**src/logic/config_load_defs.vh**
```
`ifndef CONFIG_LOAD_DEFS_VH
`define CONFIG_LOAD_DEFS_VH

// ----------------------------------------------------------------------
// Mode select codes, mode_select_2 down to mode_select_0
// ----------------------------------------------------------------------
`define MODE_MASTER_SERIAL   3'h0
`define MODE_ASYNC_PERIPH    3'h5
`define MODE_PARALLEL_DOWN   3'h6
`define MODE_PARALLEL_UP     3'h4

// ----------------------------------------------------------------------
// Timing
// ----------------------------------------------------------------------
`define CLK_PERIOD_NS        40
`define CONFIG_CLOCK_SLOW_PERIOD_NS  1280
`define CONFIG_CLOCK_FAST_FACTOR     8
// Last count of each half period and of the fetch low phase, sized for
// the counters; they follow from the periods above at a 40 ns clock.
`define CONFIG_CLOCK_SLOW_HALF_M1    5'h0F
`define CONFIG_CLOCK_FAST_HALF_M1    5'h01
`define READ_CLOCK_LOW_NS    1280
`define READ_CLOCK_LOW_M1    6'h1F
`define BUSY_MIN_PERIODS     4'h2
`define LATE_DONE_PERIODS    4'h4

// ----------------------------------------------------------------------
// Bitstream layout, counted in bits from the first bit loaded
// ----------------------------------------------------------------------
`define PREAMBLE_BITS        16'h0008
`define OWN_END_BIT          16'h0048
`define CHAIN_END_BIT        16'h0080
`define FAST_FLAG_BIT        16'h000C

// ----------------------------------------------------------------------
// Reset values
// ----------------------------------------------------------------------
`define ADDR_UP_START        22'h000000
`define ADDR_DOWN_START      22'h3FFFFF

`endif

```
**src/logic/config_loader.v**
```verilog
// The strobed register port and the address map were left to the implementer.
`timescale 1ns/100ps
`include "config_load_defs.vh"

module config_loader
(
  input  wire        clock,
  input  wire        rst_n,
  input  wire        program_n,
  input  wire        init_status,
  input  wire        mode_select_2,
  input  wire        mode_select_1,
  input  wire        mode_select_0,
  input  wire        early_done_option,
  input  wire        serial_data_in,
  input  wire [7:0]  data_in,
  input  wire        chip_select_low_n,
  input  wire        chip_select_high,
  input  wire        write_strobe_n,
  input  wire        read_strobe_n,
  output reg         config_clock,
  output reg         serial_data_out,
  output reg         low_during_config,
  output reg         done,
  output reg         read_clock,
  output reg  [21:0] address,
  output reg         ready_busy
);

  // ----------------------------------------------------------------------
  // Constants and states
  // ----------------------------------------------------------------------
  localparam [4:0] SLOW_HALF_M1 = `CONFIG_CLOCK_SLOW_HALF_M1;
  localparam [4:0] FAST_HALF_M1 = `CONFIG_CLOCK_FAST_HALF_M1;
  localparam [5:0] RCLK_LOW_M1  = `READ_CLOCK_LOW_M1;
  localparam [1:0] ST_IDLE      = 2'h0;
  localparam [1:0] ST_LOAD      = 2'h1;
  localparam [1:0] ST_LATE      = 2'h2;
  localparam [1:0] ST_USER      = 2'h3;
  localparam       NSYNC        = 19;

  // ----------------------------------------------------------------------
  // Input synchronisers
  // ----------------------------------------------------------------------
  reg  [NSYNC-1:0] meta_ff;
  reg  [NSYNC-1:0] sync_ff;
  wire [NSYNC-1:0] pins_raw;

  assign pins_raw = {program_n, init_status, mode_select_2, mode_select_1,
                     mode_select_0, early_done_option, serial_data_in,
                     data_in, chip_select_low_n, chip_select_high,
                     write_strobe_n, read_strobe_n};

  // Every pin but clock and rst_n is asynchronous to clock, so each passes two flops first.
  always @(posedge clock)
  begin
    if (!rst_n)
    begin
      meta_ff <= {NSYNC{1'b0}};
      sync_ff <= {NSYNC{1'b0}};
    end
    else
    begin
      meta_ff <= pins_raw;
      sync_ff <= meta_ff;
    end
  end

  wire       s_prog_n  = sync_ff[18];
  wire       s_init    = sync_ff[17];
  wire [2:0] s_mode    = sync_ff[16:14];
  wire       s_early   = sync_ff[13];
  wire       s_din     = sync_ff[12];
  wire [7:0] s_data    = sync_ff[11:4];
  wire       s_write   = ~sync_ff[3] & sync_ff[2] & ~sync_ff[1] & sync_ff[0];

  // ----------------------------------------------------------------------
  // State registers
  // ----------------------------------------------------------------------
  reg  [1:0]  state_ff;
  reg  [2:0]  mode_ff;
  reg         run_ff;
  reg         fast_ff;
  reg  [4:0]  div_ff;
  reg  [15:0] bit_idx_ff;
  reg         hold_ff;
  reg         fwd_ff;
  reg         hold_en_ff;
  reg         fwd_en_ff;
  reg  [7:0]  in_byte_ff;
  reg         in_full_ff;
  reg  [7:0]  shift_ff;
  reg  [3:0]  shift_cnt_ff;
  reg         write_d_ff;
  reg  [3:0]  busy_cnt_ff;
  reg         rd_pend_ff;
  reg  [5:0]  rd_cnt_ff;
  reg  [3:0]  late_cnt_ff;

  wire is_serial  = (mode_ff == `MODE_MASTER_SERIAL);
  wire is_periph  = (mode_ff == `MODE_ASYNC_PERIPH);
  wire is_par     = (mode_ff == `MODE_PARALLEL_DOWN) |
                    (mode_ff == `MODE_PARALLEL_UP);
  wire mode_known = (s_mode == `MODE_MASTER_SERIAL) |
                    (s_mode == `MODE_ASYNC_PERIPH) |
                    (s_mode == `MODE_PARALLEL_DOWN) |
                    (s_mode == `MODE_PARALLEL_UP);

  // ----------------------------------------------------------------------
  // Config clock divider
  // ----------------------------------------------------------------------
  wire tick    = run_ff & (div_ff == (fast_ff ? FAST_HALF_M1 : SLOW_HALF_M1));
  wire rise    = tick & ~config_clock;
  wire fall    = tick & config_clock;
  wire write_e = write_d_ff & ~s_write;

  // The device owns the config clock; each rising edge steps the PROM.
  always @(posedge clock)
  begin
    if (!rst_n || !run_ff)
    begin
      div_ff       <= 5'h00;
      config_clock <= 1'b0;
    end
    else if (tick)
    begin
      div_ff       <= 5'h00;
      config_clock <= ~config_clock;
    end
    else
    begin
      div_ff <= div_ff + 5'h01;
    end
  end

  // ----------------------------------------------------------------------
  // Bit source: serial pin or byte converter
  // ----------------------------------------------------------------------
  wire       shifting = (shift_cnt_ff != 4'h0);
  wire       bit_ok   = rise & (is_serial | shifting | in_full_ff);
  wire       bit_val  = is_serial ? s_din :
                        (shifting ? shift_ff[7] : in_byte_ff[7]);
  wire       take     = rise & ~is_serial & ~shifting & in_full_ff;
  wire       last_bit = bit_ok & (bit_idx_ff == `CHAIN_END_BIT - 16'h0001);
  wire       forward  = (bit_idx_ff < `PREAMBLE_BITS) |
                        (bit_idx_ff >= `OWN_END_BIT);

  // Second stage of the converter; bytes leave most significant bit first.
  always @(posedge clock)
  begin
    if (!rst_n || state_ff == ST_IDLE)
    begin
      shift_ff     <= 8'h00;
      shift_cnt_ff <= 4'h0;
    end
    else if (take)
    begin
      shift_ff     <= {in_byte_ff[6:0], 1'b0};
      shift_cnt_ff <= 4'h7;
    end
    else if (rise && shifting)
    begin
      shift_ff     <= {shift_ff[6:0], 1'b0};
      shift_cnt_ff <= shift_cnt_ff - 4'h1;
    end
  end

  // ----------------------------------------------------------------------
  // Bit counting, fast option and forwarding pipeline
  // ----------------------------------------------------------------------
  // The forwarded bit moves one stage per rise and leaves on a fall,
  // giving the one and a half period lag the next device expects.
  always @(posedge clock)
  begin
    if (!rst_n || state_ff == ST_IDLE)
    begin
      bit_idx_ff      <= 16'h0000;
      fast_ff         <= 1'b0;
      hold_ff         <= 1'b1;
      hold_en_ff      <= 1'b0;
      fwd_ff          <= 1'b1;
      fwd_en_ff       <= 1'b0;
      serial_data_out <= 1'b1;
    end
    else
    begin
      if (rise)
      begin
        hold_ff    <= bit_val;
        hold_en_ff <= bit_ok & forward;
        fwd_ff     <= hold_ff;
        fwd_en_ff  <= hold_en_ff;
      end
      if (bit_ok)
        bit_idx_ff <= bit_idx_ff + 16'h0001;
      if (bit_ok && bit_idx_ff == `FAST_FLAG_BIT && bit_val)
        fast_ff <= 1'b1;
      if (fall)
        serial_data_out <= fwd_en_ff ? fwd_ff : 1'b1;
    end
  end

  // ----------------------------------------------------------------------
  // Input register and busy handshake
  // ----------------------------------------------------------------------
  // Write data is caught while the write is active, so the host may drop
  // it as soon as the strobe rises. A write while full is ignored.
  always @(posedge clock)
  begin
    if (!rst_n || state_ff == ST_IDLE)
    begin
      write_d_ff  <= 1'b0;
      in_byte_ff  <= 8'h00;
      in_full_ff  <= 1'b0;
      busy_cnt_ff <= 4'h0;
      ready_busy  <= 1'b1;
      rd_pend_ff  <= 1'b0;
      rd_cnt_ff   <= 6'h00;
      read_clock  <= 1'b1;
    end
    else
    begin
      write_d_ff <= s_write & is_periph;
      if (s_write && is_periph && !in_full_ff)
        in_byte_ff <= s_data;
      if (write_e && !in_full_ff)
      begin
        in_full_ff  <= 1'b1;
        ready_busy  <= 1'b0;
        busy_cnt_ff <= 4'h0;
      end
      else if (!ready_busy)
      begin
        if (rise && busy_cnt_ff != 4'hF)
          busy_cnt_ff <= busy_cnt_ff + 4'h1;
        if (!in_full_ff && busy_cnt_ff > `BUSY_MIN_PERIODS)
          ready_busy <= 1'b1;
      end
      if (take)
        in_full_ff <= 1'b0;
      // Parallel fetch runs on its own timer so the first byte needs no
      // config clock; later fetches overlap the shifting byte.
      if (is_par && state_ff == ST_LOAD && !in_full_ff && !rd_pend_ff &&
          bit_idx_ff < `CHAIN_END_BIT)
      begin
        rd_pend_ff <= 1'b1;
        rd_cnt_ff  <= 6'h00;
        read_clock <= 1'b0;
      end
      else if (rd_pend_ff)
      begin
        if (rd_cnt_ff == RCLK_LOW_M1)
        begin
          rd_pend_ff <= 1'b0;
          read_clock <= 1'b1;
          in_byte_ff <= s_data;
          in_full_ff <= 1'b1;
        end
        else
          rd_cnt_ff <= rd_cnt_ff + 6'h01;
      end
    end
  end

  // ----------------------------------------------------------------------
  // Address counter for the parallel memory
  // ----------------------------------------------------------------------
  always @(posedge clock)
  begin
    if (!rst_n || state_ff == ST_IDLE)
      address <= (s_mode == `MODE_PARALLEL_DOWN) ? `ADDR_DOWN_START
                                                 : `ADDR_UP_START;
    else if (rd_pend_ff && rd_cnt_ff == RCLK_LOW_M1)
      address <= (mode_ff == `MODE_PARALLEL_DOWN) ? address - 22'h000001
                                                  : address + 22'h000001;
  end

  // ----------------------------------------------------------------------
  // Sequencer
  // ----------------------------------------------------------------------
  // Loading waits for program release and every chained init pin High.
  // Without early done, done rises a few periods after the last bit, so
  // a PROM enabled by done may still be driving the serial input then.
  always @(posedge clock)
  begin
    if (!rst_n || !s_prog_n)
    begin
      state_ff          <= ST_IDLE;
      mode_ff           <= `MODE_MASTER_SERIAL;
      run_ff            <= 1'b0;
      late_cnt_ff       <= 4'h0;
      done              <= 1'b0;
      low_during_config <= 1'b1;
    end
    else
    begin
      case (state_ff)
        ST_IDLE:
        begin
          if (s_init && mode_known)
          begin
            mode_ff           <= s_mode;
            state_ff          <= ST_LOAD;
            run_ff            <= (s_mode == `MODE_MASTER_SERIAL) |
                                 (s_mode == `MODE_ASYNC_PERIPH);
            low_during_config <= 1'b0;
          end
        end
        ST_LOAD:
        begin
          if (rd_pend_ff && rd_cnt_ff == RCLK_LOW_M1)
            run_ff <= 1'b1;
          if (last_bit)
          begin
            late_cnt_ff <= 4'h0;
            state_ff    <= ST_LATE;
            if (s_early)
            begin
              done              <= 1'b1;
              low_during_config <= 1'b1;
            end
          end
        end
        ST_LATE:
        begin
          if (rise)
          begin
            late_cnt_ff <= late_cnt_ff + 4'h1;
            if (late_cnt_ff == `LATE_DONE_PERIODS - 4'h1)
            begin
              done              <= 1'b1;
              low_during_config <= 1'b1;
              state_ff          <= ST_USER;
            end
          end
        end
        ST_USER:
        begin
          low_during_config <= 1'b1;
          done              <= 1'b1;
          if (fall) // Stopping on a fall never cuts a high phase short.
            run_ff <= 1'b0;
        end
        default:
          state_ff <= ST_IDLE;
      endcase
    end
  end

endmodule

```
**config.mk**
```make
export PLATFORM = sky130hd
export DESIGN_NAME = config_loader
export DESIGN_NICKNAME = d
export VERILOG_FILES = /design/src/logic/config_loader.v
export VERILOG_INCLUDE_DIRS = /design/src /design/src/logic
export SDC_FILE = /design/constraint.sdc
export NUM_CORES = 1
export LEC_CHECK = 0
export BUFFER_PORTS_ARGS = -buffer_cell sky130_fd_sc_hd__buf_2
export CORE_MARGIN = 2
export CORE_UTILIZATION = 51
export DETAILED_ROUTE_END_ITERATION = 10
export GPL_TIMING_DRIVEN = 1
export PLACE_DENSITY = 0.75
export SYNTH_ARGS = -nofsm -noshare
export SYNTH_HDL_FRONTEND = slang
export SYNTH_SLANG_ARGS = --single-unit
```
**constraint.sdc**
```tcl
create_clock -name clock -period 3.2 [get_ports clock]
set_clock_uncertainty 0.2 [all_clocks]
set_input_delay 0.16 -clock clock [delete_from_list [all_inputs] [get_ports clock]]
set_output_delay 0.16 -clock clock [all_outputs]
set_load 0.05 [all_outputs]
```
==> results.py, run 1 <==
metrics = {
    "power": {
        "leakage_nw": 3.10,
        "ir_drop_mv": 0.450,
        "powerDensity_nw_per_um2": 500,
    },
    "floorplan": {
        "core_um2": 11900,
        "die_y_um": 114,
        "top_level_ports": 49,
        "initial_utilization_pct": 51.7,
        "die_w_um": 114,
        "row_count": 40,
        "die-area_um2": 13000,
    },
    "route": {
        "drtIter0Drc": 284,
        "dr_total_vias": 4857,
        "routed_wirelength_mm": 12.6,
        "firstDrtPassIters": 5,
        "detail-route-antenna-nets": 0,
        "wl_per_cell_um": 14.2,
        "drc": 0,
        "viasPerCell": 5.47,
    },
    "critical_path": {
        "cp-start-kind": "flip-flop",
        "cpPeakStageDelay_ns": 0.45,
        "criticalPathCategory": "flip-flop to flip-flop",
        "path_cells": "inv_2 -> and3_2 -> fa_1 -> a211oi_1 -> o21ai_0 -> a31o_2 -> a21o_1 -> a21oi_1 -> xor2_1 -> o21ai_0",
        "crit_buf_inv": 1,
        "cp-end-kind": "flip-flop",
        "rr_worst_depth": 10,
        "crit_required_ns": 3.13,
        "r2r_slack_ns": 0.09,
        "cp_common_cell": "o21ai_0",
        "cp_max_fo": 5,
        "critPathSlowestCell": "fa_1",
        "crit_arrival_ns": 3.03,
        "cp_top_family": "compound AO/OA/AOI/OAI gates",
        "regToRegStartpoint": "mode_ff[0]",
        "r2r-end": "address[10]",
    },
    "clock_network": {
        "cts_sinks": 134,
        "clk_pin_slew_ns": 0.06,
        "clock_tree.root_cell": "clkbuf_16",
        "cts_buffers": 17,
        "clock_path_buffers": 2,
        "cts_tree": "built",
        "htreeDepth": 4,
        "clock_latency_ns": 0.43,
    },
    "grt": {
        "grt_max_degree": 62,
        "grt_overflow": 0,
        "grt_usage_pct": 20.1,
        "grt_antenna_before_repair": 0,
        "grt_pass1_vias": 4660,
        "grt_pass1_wl_mm": 20.9,
    },
    "yosys": {
        "yosysWarningCount": 0,
        "asyncSetResetFlopFracSynth_pct": 0,
        "syn_area_per_cell_um2": 9.58,
        "synth-main-ff-cell": "dfxtp_1",
        "synth.distinct_cells": 55,
        "ys_top_cells_by_count": "112 x dfxtp_1, 69 x nor2_1, 48 x nand2_1",
        "yosysMostFrequentCell": "dfxtp_1",
        "synth_edf_count": 22,
        "synth_top_area_share_pct": 36.4,
        "synth_nets": 699,
        "synth_seq_cells": 134,
        "synthCells": 643,
        "ys_top_cells_by_area": "dfxtp_1 36%, edfxtp_1 11%, ha_1 6.9%",
        "synth_top_area_cell": "dfxtp_1",
        "seq_area_frac_synth_pct": 47.1,
        "synth.cell_area_um2": 6160,
    },
    "placement": {
        "post-place-cells": 832,
        "io_buffer_count": 48,
        "pre_cts_ws_ns": -0.0161,
        "gp_congestion": 0.865,
        "dp_hpwl_mm": 8.32,
    },
    "timing": {
        "tightest_slew_ns": 1.16,
        "setup_violations": 0,
        "finalHoldViolCount": 0,
        "finalCritPeriodShare_pct": 97.1,
        "maxSlewViolCount": 0,
        "fin_ws_ns": 0.0934,
        "max_freq_mhz": 322,
        "slew-limit-headroom_pct": 21.6,
        "period_minus_slack_ns": 3.11,
    },
    "min_path": {
        "hp-class": "flip-flop to flip-flop",
        "min_to": "sync_ff[10]",
        "worstHoldStart": "meta_ff[10]",
        "min_path_cells": 1,
    },
    "finish": {
        "layout.cells.non_filler": 888,
        "antenna_cells": 0,
        "layout-drive-gt1-share_pct": 16.2,
        "syn_to_final_growth_pct": 21.2,
        "nets": 784,
    },
    "job": {
        "cap_violations": 0,
    },
    "outcome": {
        "status": "finished clean",
    },
}
==> per-stage QoR <==
stage	hold WS, ns	setup TNS [ns]	utilization [%]	instance area (um2)	power [mW]
detailed placement	0.169	-0.0161	55.5	6610	1.86
finish	0.227	0	62.7	7460	3.73
global placement	0.164	0	55.5	6610	1.85
global route	0.252	-0.0646	62.7	7460	3.86
floorplan	0.0873	0	-	6160	1.83
CTS	0.226	0	62.1	7400	3.77
==> area by class of cell <==
type / count / area [um2]
fill: 946 / 4450
sequential: 134 / 2910
clock inverter: 12 / 115
clock buffer: 20 / 468
tap: 147 / 184
inverter: 17 / 63.8
multi-input combinational: 473 / 3160
timing repair buffer: 85 / 572
==> kinds of logic after synthesis <==
kind of cell | share of synthesized area, %
flops | 47.1
buf+inv | 2.28
xor+xnor | 6.40
fa+ha+maj | 7.23
compound gates | 13.5
mux | 3.41
simple gates | 20.0
==> state kept, by name (all words and copies together), names as in the netlist, 2 cells and up <==
| signal | cells |
|---|---|
| shift_cnt_ff | 4 |
| busy_cnt_ff | 4 |
| rd_cnt_ff | 6 |
| div_ff | 5 |
| meta_ff | 19 |
| mode_ff | 3 |
| sync_ff | 19 |
| address | 22 |
| shift_ff | 7 |
| bit_idx_ff | 16 |
| in_byte_ff | 8 |
| late_cnt_ff | 4 |
| state_ff | 2 |
==> power by group <==
part	switching (mW)	leakage, nW	internal, mW	total, mW
clock network	0.753	0.279	1.14	1.90
registers	0.00939	1.18	1.73	1.74
logic	0.0466	1.64	0.0487	0.0953
total	0.809	3.10	2.93	3.73
==> metal layers <==
| metal | share of wire (%) | vias to the layer above | global-route usage [%] | wire [um] |
|---|---|---|---|---|
| li1 | - | 2442 | - | - |
| met1 | 45 | 2291 | 23.7 | 5670 |
| met2 | 49 | 107 | 34.7 | 6130 |
| met3 | 4.2 | 17 | 4.73 | 525 |
| met4 | 2.0 | 0 | 9.59 | 249 |
| met5 | 0 | - | 0 | 0 |
==> layout by cell type, fill, tap and decap left out, types with 18 or more instances in the layout <==
cell type        n
a21oi_1         35
and2_1          41
buf_2           48
clkbuf_16       18
dfxtp_1        110
dlygate4sd3_1   20
edfxtp_1        22
ha_1            33
mux2i_1         21
nand2_1         48
nand3_1         19
nor2_1          69
o21ai_0         40
xnor2_1         22
xor2_1          23
==> how the worst max path moves through the flow <==
stage / startpoint / cells past startpoint / to
5_1_grt: mode_ff[0] / 11 / address[18]
6_report: mode_ff[0] / 10 / address[10]
2_1_floorplan: mode_ff[0] / 10 / address[19]
4_1_cts: mode_ff[0] / 10 / address[19]
3_3_place_gp: mode_ff[0] / 10 / address[19]
3_5_place_dp: mode_ff[0] / 10 / address[19]
==> what timing repair did <==
item | CTS | global route
buffers inserted | 0 | 3
endpoints found under the hold margin | 22 | 0
resized for setup | 1 | 10
hold buffers | 20 | 0
cloned | 0 | 1
setup endpoints to repair | 1 | 5
pin swaps | 0 | 2
==> worst reg2reg max path, cell delays in order, from the launching register on <==
cell and delay, ns:
dfxtp_2 0.36, inv_2 0.07, and3_2 0.26, fa_1 0.45, a211oi_1 0.28, o21ai_0 0.23
a31o_2 0.32, a21o_1 0.18, a21oi_1 0.20, xor2_1 0.18, o21ai_0 0.08
Power figures use the tool's default switching activity.
==> run 2, diff against run 1 <==
--- a/config.mk
+++ b/config.mk
@@ -7,5 +7,5 @@
 export NUM_CORES = 1
 export LEC_CHECK = 0
-export BUFFER_PORTS_ARGS = -buffer_cell sky130_fd_sc_hd__buf_2
+export BUFFER_PORTS_ARGS = -buffer_cell sky130_fd_sc_hd__buf_4
 export CORE_MARGIN = 2
 export CORE_UTILIZATION = 51
==> constraint.sdc (replaced) <==
create_clock -name clock -period 3.2 [get_ports clock]
set_clock_uncertainty 0.2 [all_clocks]
set_input_delay 0.64 -clock clock [delete_from_list [all_inputs] [get_ports clock]]
set_output_delay 0.64 -clock clock [all_outputs]
set_load 0.05 [all_outputs]
==> run 2 against run 1 <==
Cell count is 2.7% lower. Critical endpoint is now address[19]. First-iteration DRC count rose by 10%. Critical path type unchanged. Highest routed layer unchanged. Power down 2.6%.
==> results.py, run 2 (synthesized netlist as in run 1, its figures left out) <==
metrics = {
    "finish": {
        "layout_commonest_cell": "dfxtp_1",
        "layout.cells.non_filler": 864,
        "fillers": 1000,
        "syn_to_final_growth_pct": 18.9,
        "layout-drive-gt1-share_pct": 15.9,
        "ff_latch_area_um2": 2900,
        "utilization_pct": 61.4,
        "final_cell_area_um2": 7320,
        "multi_input_area_um2": 3150,
        "largestRegisters": "address: 22 flops, meta_ff: 19 flops, sync_ff: 19 flops",
        "layout_common_cells": "112 x dfxtp_1, 69 x nor2_1, 62 x buf_4",
        "nets": 760,
        "regMostFlops": "address",
        "largest_reg_flops": 22,
        "antenna_cells": 0,
    },
    "floorplan": {
        "die-area_um2": 13000,
        "initial_utilization_pct": 51.7,
        "die_y_um": 114,
        "die_w_um": 114,
        "row_count": 40,
        "core_um2": 11900,
        "top_level_ports": 49,
    },
    "critical_path": {
        "regToRegStartpoint": "mode_ff[0]",
        "crit_required_ns": 3.14,
        "rr_worst_depth": 12,
        "cp-end-kind": "flip-flop",
        "crit_arrival_ns": 3.04,
        "cp-start-kind": "flip-flop",
        "criticalPathCategory": "flip-flop to flip-flop",
        "r2r_slack_ns": 0.09,
        "cp-startpoint": "mode_ff[0]",
        "cp_max_fo": 13,
        "r2r-end": "address[19]",
        "cp-endpoint": "address[19]",
    },
    "timing": {
        "setup_violations": 0,
        "hold_ws_ns": 0.224,
        "tightest_slew_ns": 1.17,
        "period_minus_slack_ns": 3.11,
        "rsz0062_at_grt": "true",
        "max_freq_mhz": 322,
        "slew-limit-headroom_pct": 21.2,
        "finalCritPeriodShare_pct": 97.1,
        "maxSlewViolCount": 0,
        "finalSetupTns_ns": 0,
        "fin_ws_ns": 0.0938,
        "finalHoldViolCount": 0,
    },
    "power": {
        "p_sw_uw": 833,
        "p_int_mw": 2.81,
        "pwr-share-seq_pct": 47.9,
        "clkPwrFrac_pct": 49.8,
        "leakage_nw": 3.00,
        "p_comb_share_pct": 2.3,
        "switching_share_pct": 22.9,
        "ir_drop_mv": 0.379,
        "powerDensity_nw_per_um2": 497,
        "total_power_mw": 3.64,
    },
    "route": {
        "dr_total_vias": 4810,
        "wl_per_cell_um": 14.1,
        "drc": 0,
        "drtIter0Drc": 313,
        "detail-route-antenna-nets": 0,
        "viasPerCell": 5.57,
        "firstDrtPassIters": 5,
        "routed_wirelength_mm": 12.2,
    },
    "grt": {
        "grt_usage_pct": 19.6,
        "grt_antenna_before_repair": 0,
        "grt_pass1_wl_mm": 20.6,
        "grt_overflow": 0,
        "grt_use_met1_pct": 22.9,
        "grt_pass1_vias": 4686,
        "grt_max_degree": 62,
        "met2_usage_pct": 33.7,
        "grtUsageMet3_pct": 5.31,
        "grt-busiest-layer": "met2",
    },
    "clock_network": {
        "clock_path_buffers": 2,
        "cts_tree": "built",
        "post-cts-setup-buffer-count": 0,
        "cts_sinks": 134,
        "cts_buffers": 17,
        "clk_pin_slew_ns": 0.06,
        "clock_latency_ns": 0.42,
        "clock_tree.root_cell": "clkbuf_16",
        "htreeDepth": 4,
    },
    "placement": {
        "post-place-cells": 832,
        "dpl_cell_area_um2": 6730,
        "gp_congestion": 0.878,
        "io_buffer_count": 48,
        "pre_cts_ws_ns": -0.0450,
        "dp_hpwl_mm": 8.41,
    },
    "outcome": {
        "status": "finished clean",
    },
    "min_path": {
        "hp-class": "primary input to flip-flop",
    },
    "job": {
        "cap_violations": 0,
    },
}
-- run 2: cell types whose count changed in the layout (fill, tap and decap cells not counted), sizes merged --
cell | before | now
dlygate4sd3 | 20 | 0
buf | 65 | 62
inv | 21 | 24
clkbuf | 20 | 18
and3 | 8 | 7
bufinv | 1 | 0
-- run 2: worst min-delay path by stage --
stage / from / endpoint / slack [ns] / depth (start not counted)
floorplan: meta_ff[0] / sync_ff[0] / 0.21 / 1
global placement: meta_ff[7] / sync_ff[7] / 0.22 / 1
detailed placement: meta_ff[4] / sync_ff[4] / 0.22 / 1
CTS: early_done_option / meta_ff[13] / 0.21 / 2
global route: mode_select_2 / meta_ff[16] / 0.21 / 2
finish: early_done_option / meta_ff[13] / 0.22 / 2
-- run 2: metal layers --
metal,up-vias,routed length [um]
li1,2395,-
met1,2268,5280
met2,119,6030
met3,28,578
met4,0,280
met5,-,0
-- run 2: layout make-up --
class | count | area share, %
clock buffers | 18 | 6.00
clock inverters | 14 | 1.59
inverters | 17 | 0.872
multi-input cells | 472 | 43.0
flip-flops and latches | 134 | 39.7
well taps | 147 | 2.51
repair buffers | 62 | 6.36
-- run 2: repair_timing --
item	4_1_cts	5_1_grt
gates resized for setup	1	7
hold buffers	0	0
pin swaps	0	2
endpoints found under the setup margin	2	8
endpoints found under the hold margin	0	0
-- run 2: power by group through the flow --
stage | combinational (mW) | clock, mW | sequential (mW)
2_1_floorplan | 0.0398 | 0 | 1.79
3_3_place_gp | 0.0809 | 0 | 1.78
3_5_place_dp | 0.0831 | 0 | 1.78
4_1_cts | 0.0834 | 1.84 | 1.74
5_1_grt | 0.0913 | 1.92 | 1.75
6_report | 0.0829 | 1.81 | 1.74
-- run 2: worst max-delay path: stages, from the launching register on --
cell     delay [ns]
dfxtp_1        0.33
inv_1          0.11
and3_4         0.32
buf_4          0.22
ha_1           0.32
a21oi_2        0.20
nand2_1        0.08
o21ai_0        0.21
a21oi_2        0.08
a221o_1        0.37
a21oi_2        0.15
xor2_1         0.15
o21ai_0        0.09
==> run 3, diff against run 2 <==
==> constraint.sdc (replaced) <==
create_clock -name clock -period 3.2 [get_ports clock]
set_clock_uncertainty 0.2 [all_clocks]
set_input_delay 0.48 -clock clock [delete_from_list [all_inputs] [get_ports clock]]
set_output_delay 0.48 -clock clock [all_outputs]
set_load 0.05 [all_outputs]
==> run 3 against run 2 <==
Register-to-register slack about the same. Sequential cell count unchanged. Sequential power about the same. Wire length increased by 0.11%. Fmax increased by 0.17%. Via count decreased by 2.4%. Critical endpoint unchanged. Highest routed layer unchanged.
==> results.py, run 3 (synthesized netlist as in run 1, its figures left out) <==
metrics = {
    "placement": {
        "dp_hpwl_mm": 8.39,
        "dpl_cell_area_um2": 6730,
        "gp_congestion": 0.849,
        "pre_cts_ws_ns": -0.0419,
        "io_buffer_count": 48,
    },
    "timing": {
        "finalCritPeriodShare_pct": 96.9,
        "maxSlewViolCount": 0,
        "max_freq_mhz": 322,
        "rsz0062_at_grt": "true",
        "setup_violations": 0,
        "finalSetupTns_ns": 0,
        "tightest_slew_ns": 1.19,
        "finalHoldViolCount": 0,
        "fin_ws_ns": 0.0989,
        "period_minus_slack_ns": 3.10,
        "slew-limit-headroom_pct": 20.1,
    },
    "floorplan": {
        "initial_utilization_pct": 51.7,
        "die_y_um": 114,
        "row_count": 40,
        "top_level_ports": 49,
        "die_w_um": 114,
        "die-area_um2": 13000,
        "core_um2": 11900,
    },
    "route": {
        "drtIter0Drc": 240,
        "viasPerCell": 5.44,
        "wl_per_cell_um": 14.1,
        "detail-route-antenna-nets": 0,
        "routed_wirelength_mm": 12.2,
        "firstDrtPassIters": 5,
        "drc": 0,
        "dr_total_vias": 4695,
    },
    "job": {
        "cap_violations": 0,
    },
    "clock_network": {
        "cts_tree": "built",
        "clk_pin_slew_ns": 0.06,
        "cts_sinks": 134,
        "clock_tree.root_cell": "clkbuf_16",
        "clock_path_buffers": 2,
        "clock_latency_ns": 0.41,
        "cts_buffers": 17,
        "htreeDepth": 4,
    },
    "grt": {
        "grt_antenna_before_repair": 0,
        "grt_pass1_wl_mm": 20.8,
        "grt_overflow": 0,
        "grt_pass1_vias": 4654,
        "grt_max_degree": 62,
        "grt_usage_pct": 20.0,
    },
    "critical_path": {
        "cpPeakStageDelay_ns": 0.44,
        "criticalPathCategory": "flip-flop to flip-flop",
        "cp-end-kind": "flip-flop",
        "crit_required_ns": 3.12,
        "cp-start-kind": "flip-flop",
        "path_cells": "inv_1 -> and3_4 -> ha_1 -> a2111o_1 -> o2111ai_2 -> a21oi_2 -> a221o_1 -> a21oi_1 -> xor2_1 -> o21ai_0",
        "cp_max_fo": 10,
        "critPathSlowestCell": "a2111o_1",
        "crit_arrival_ns": 3.02,
    },
    "finish": {
        "largestRegisters": "address: 22 flops, meta_ff: 19 flops, sync_ff: 19 flops",
        "syn_to_final_growth_pct": 18.8,
        "layout_common_cells": "112 x dfxtp_1, 69 x nor2_1, 63 x buf_4",
        "layout-drive-gt1-share_pct": 15.5,
        "nets": 761,
        "antenna_cells": 0,
        "final_cell_area_um2": 7320,
        "regMostFlops": "address",
        "layout_commonest_cell": "dfxtp_1",
        "largest_reg_flops": 22,
    },
    "outcome": {
        "status": "finished clean",
    },
    "min_path": {
        "hp-class": "primary input to flip-flop",
    },
    "power": {
        "leakage_nw": 3.01,
        "ir_drop_mv": 0.417,
        "powerDensity_nw_per_um2": 497,
    },
}
==> run 3: worst paths after layout <==
check / slack (ns) / start / cells past startpoint / to
max: 0.1 / mode_ff[0] / 10 / address[19]
max reg2reg: 0.1 / mode_ff[0] / 10 / address[19]
min reg2reg: 0.23 / meta_ff[14] / 1 / sync_ff[14]
min: 0.07 / chip_select_low_n / 2 / meta_ff[3]
==> run 3: power by group <==
group	switching [mW]	internal (mW)	total (mW)
registers	0.00948	1.73	1.74
logic	0.0420	0.0408	0.0828
clock network	0.738	1.07	1.81
==> run 3: worst max-delay path: cells and delay by family, from the launching register on <==
kind	cells	cell delay (ns)
compound gates	6	1.43
xor+xnor	1	0.17
fa+ha+maj	1	0.26
buf+inv	1	0.11
flops	1	0.33
simple gates	1	0.29
==> run 3: stage by stage <==
stage | power [mW] | util, % | instances | hold WS (ns)
final | 3.63 | 61.4 | 863 | 0.0670
after global routing | 3.75 | 61.4 | 863 | 0.0528
after CTS | 3.67 | 61.2 | 862 | 0.0484
after detailed placement | 1.86 | 56.5 | 832 | 0.218
after global placement | 1.86 | 56.5 | 832 | 0.218
after floorplan | 1.83 | - | 643 | 0.212
==> run 3: final cells by class <==
type | count | area [um2]
repair buffers | 63 | 473
fillers | 1013 | 4590
clock buffers | 17 | 425
well taps | 147 | 184
flip-flops and latches | 134 | 2900
multi-input cells | 472 | 3140
clock inverters | 13 | 126
inverters | 17 | 63.8
==> run 3: repair_timing <==
| action | 4_1_cts | 5_1_grt |
|---|---|---|
| endpoints found under the setup margin | 1 | 6 |
| pin swaps | 0 | 2 |
| buffers inserted | 0 | 1 |
| resized for setup | 1 | 6 |
| hold buffers | 0 | 0 |
==> run 3: per-layer routing <==
layer | track usage, % | part of all wire (%)
met2 | 33.9 | 49
met1 | 23.6 | 45
met4 | 10.3 | 2.0
met5 | 0 | 0
met3 | 4.78 | 4.0
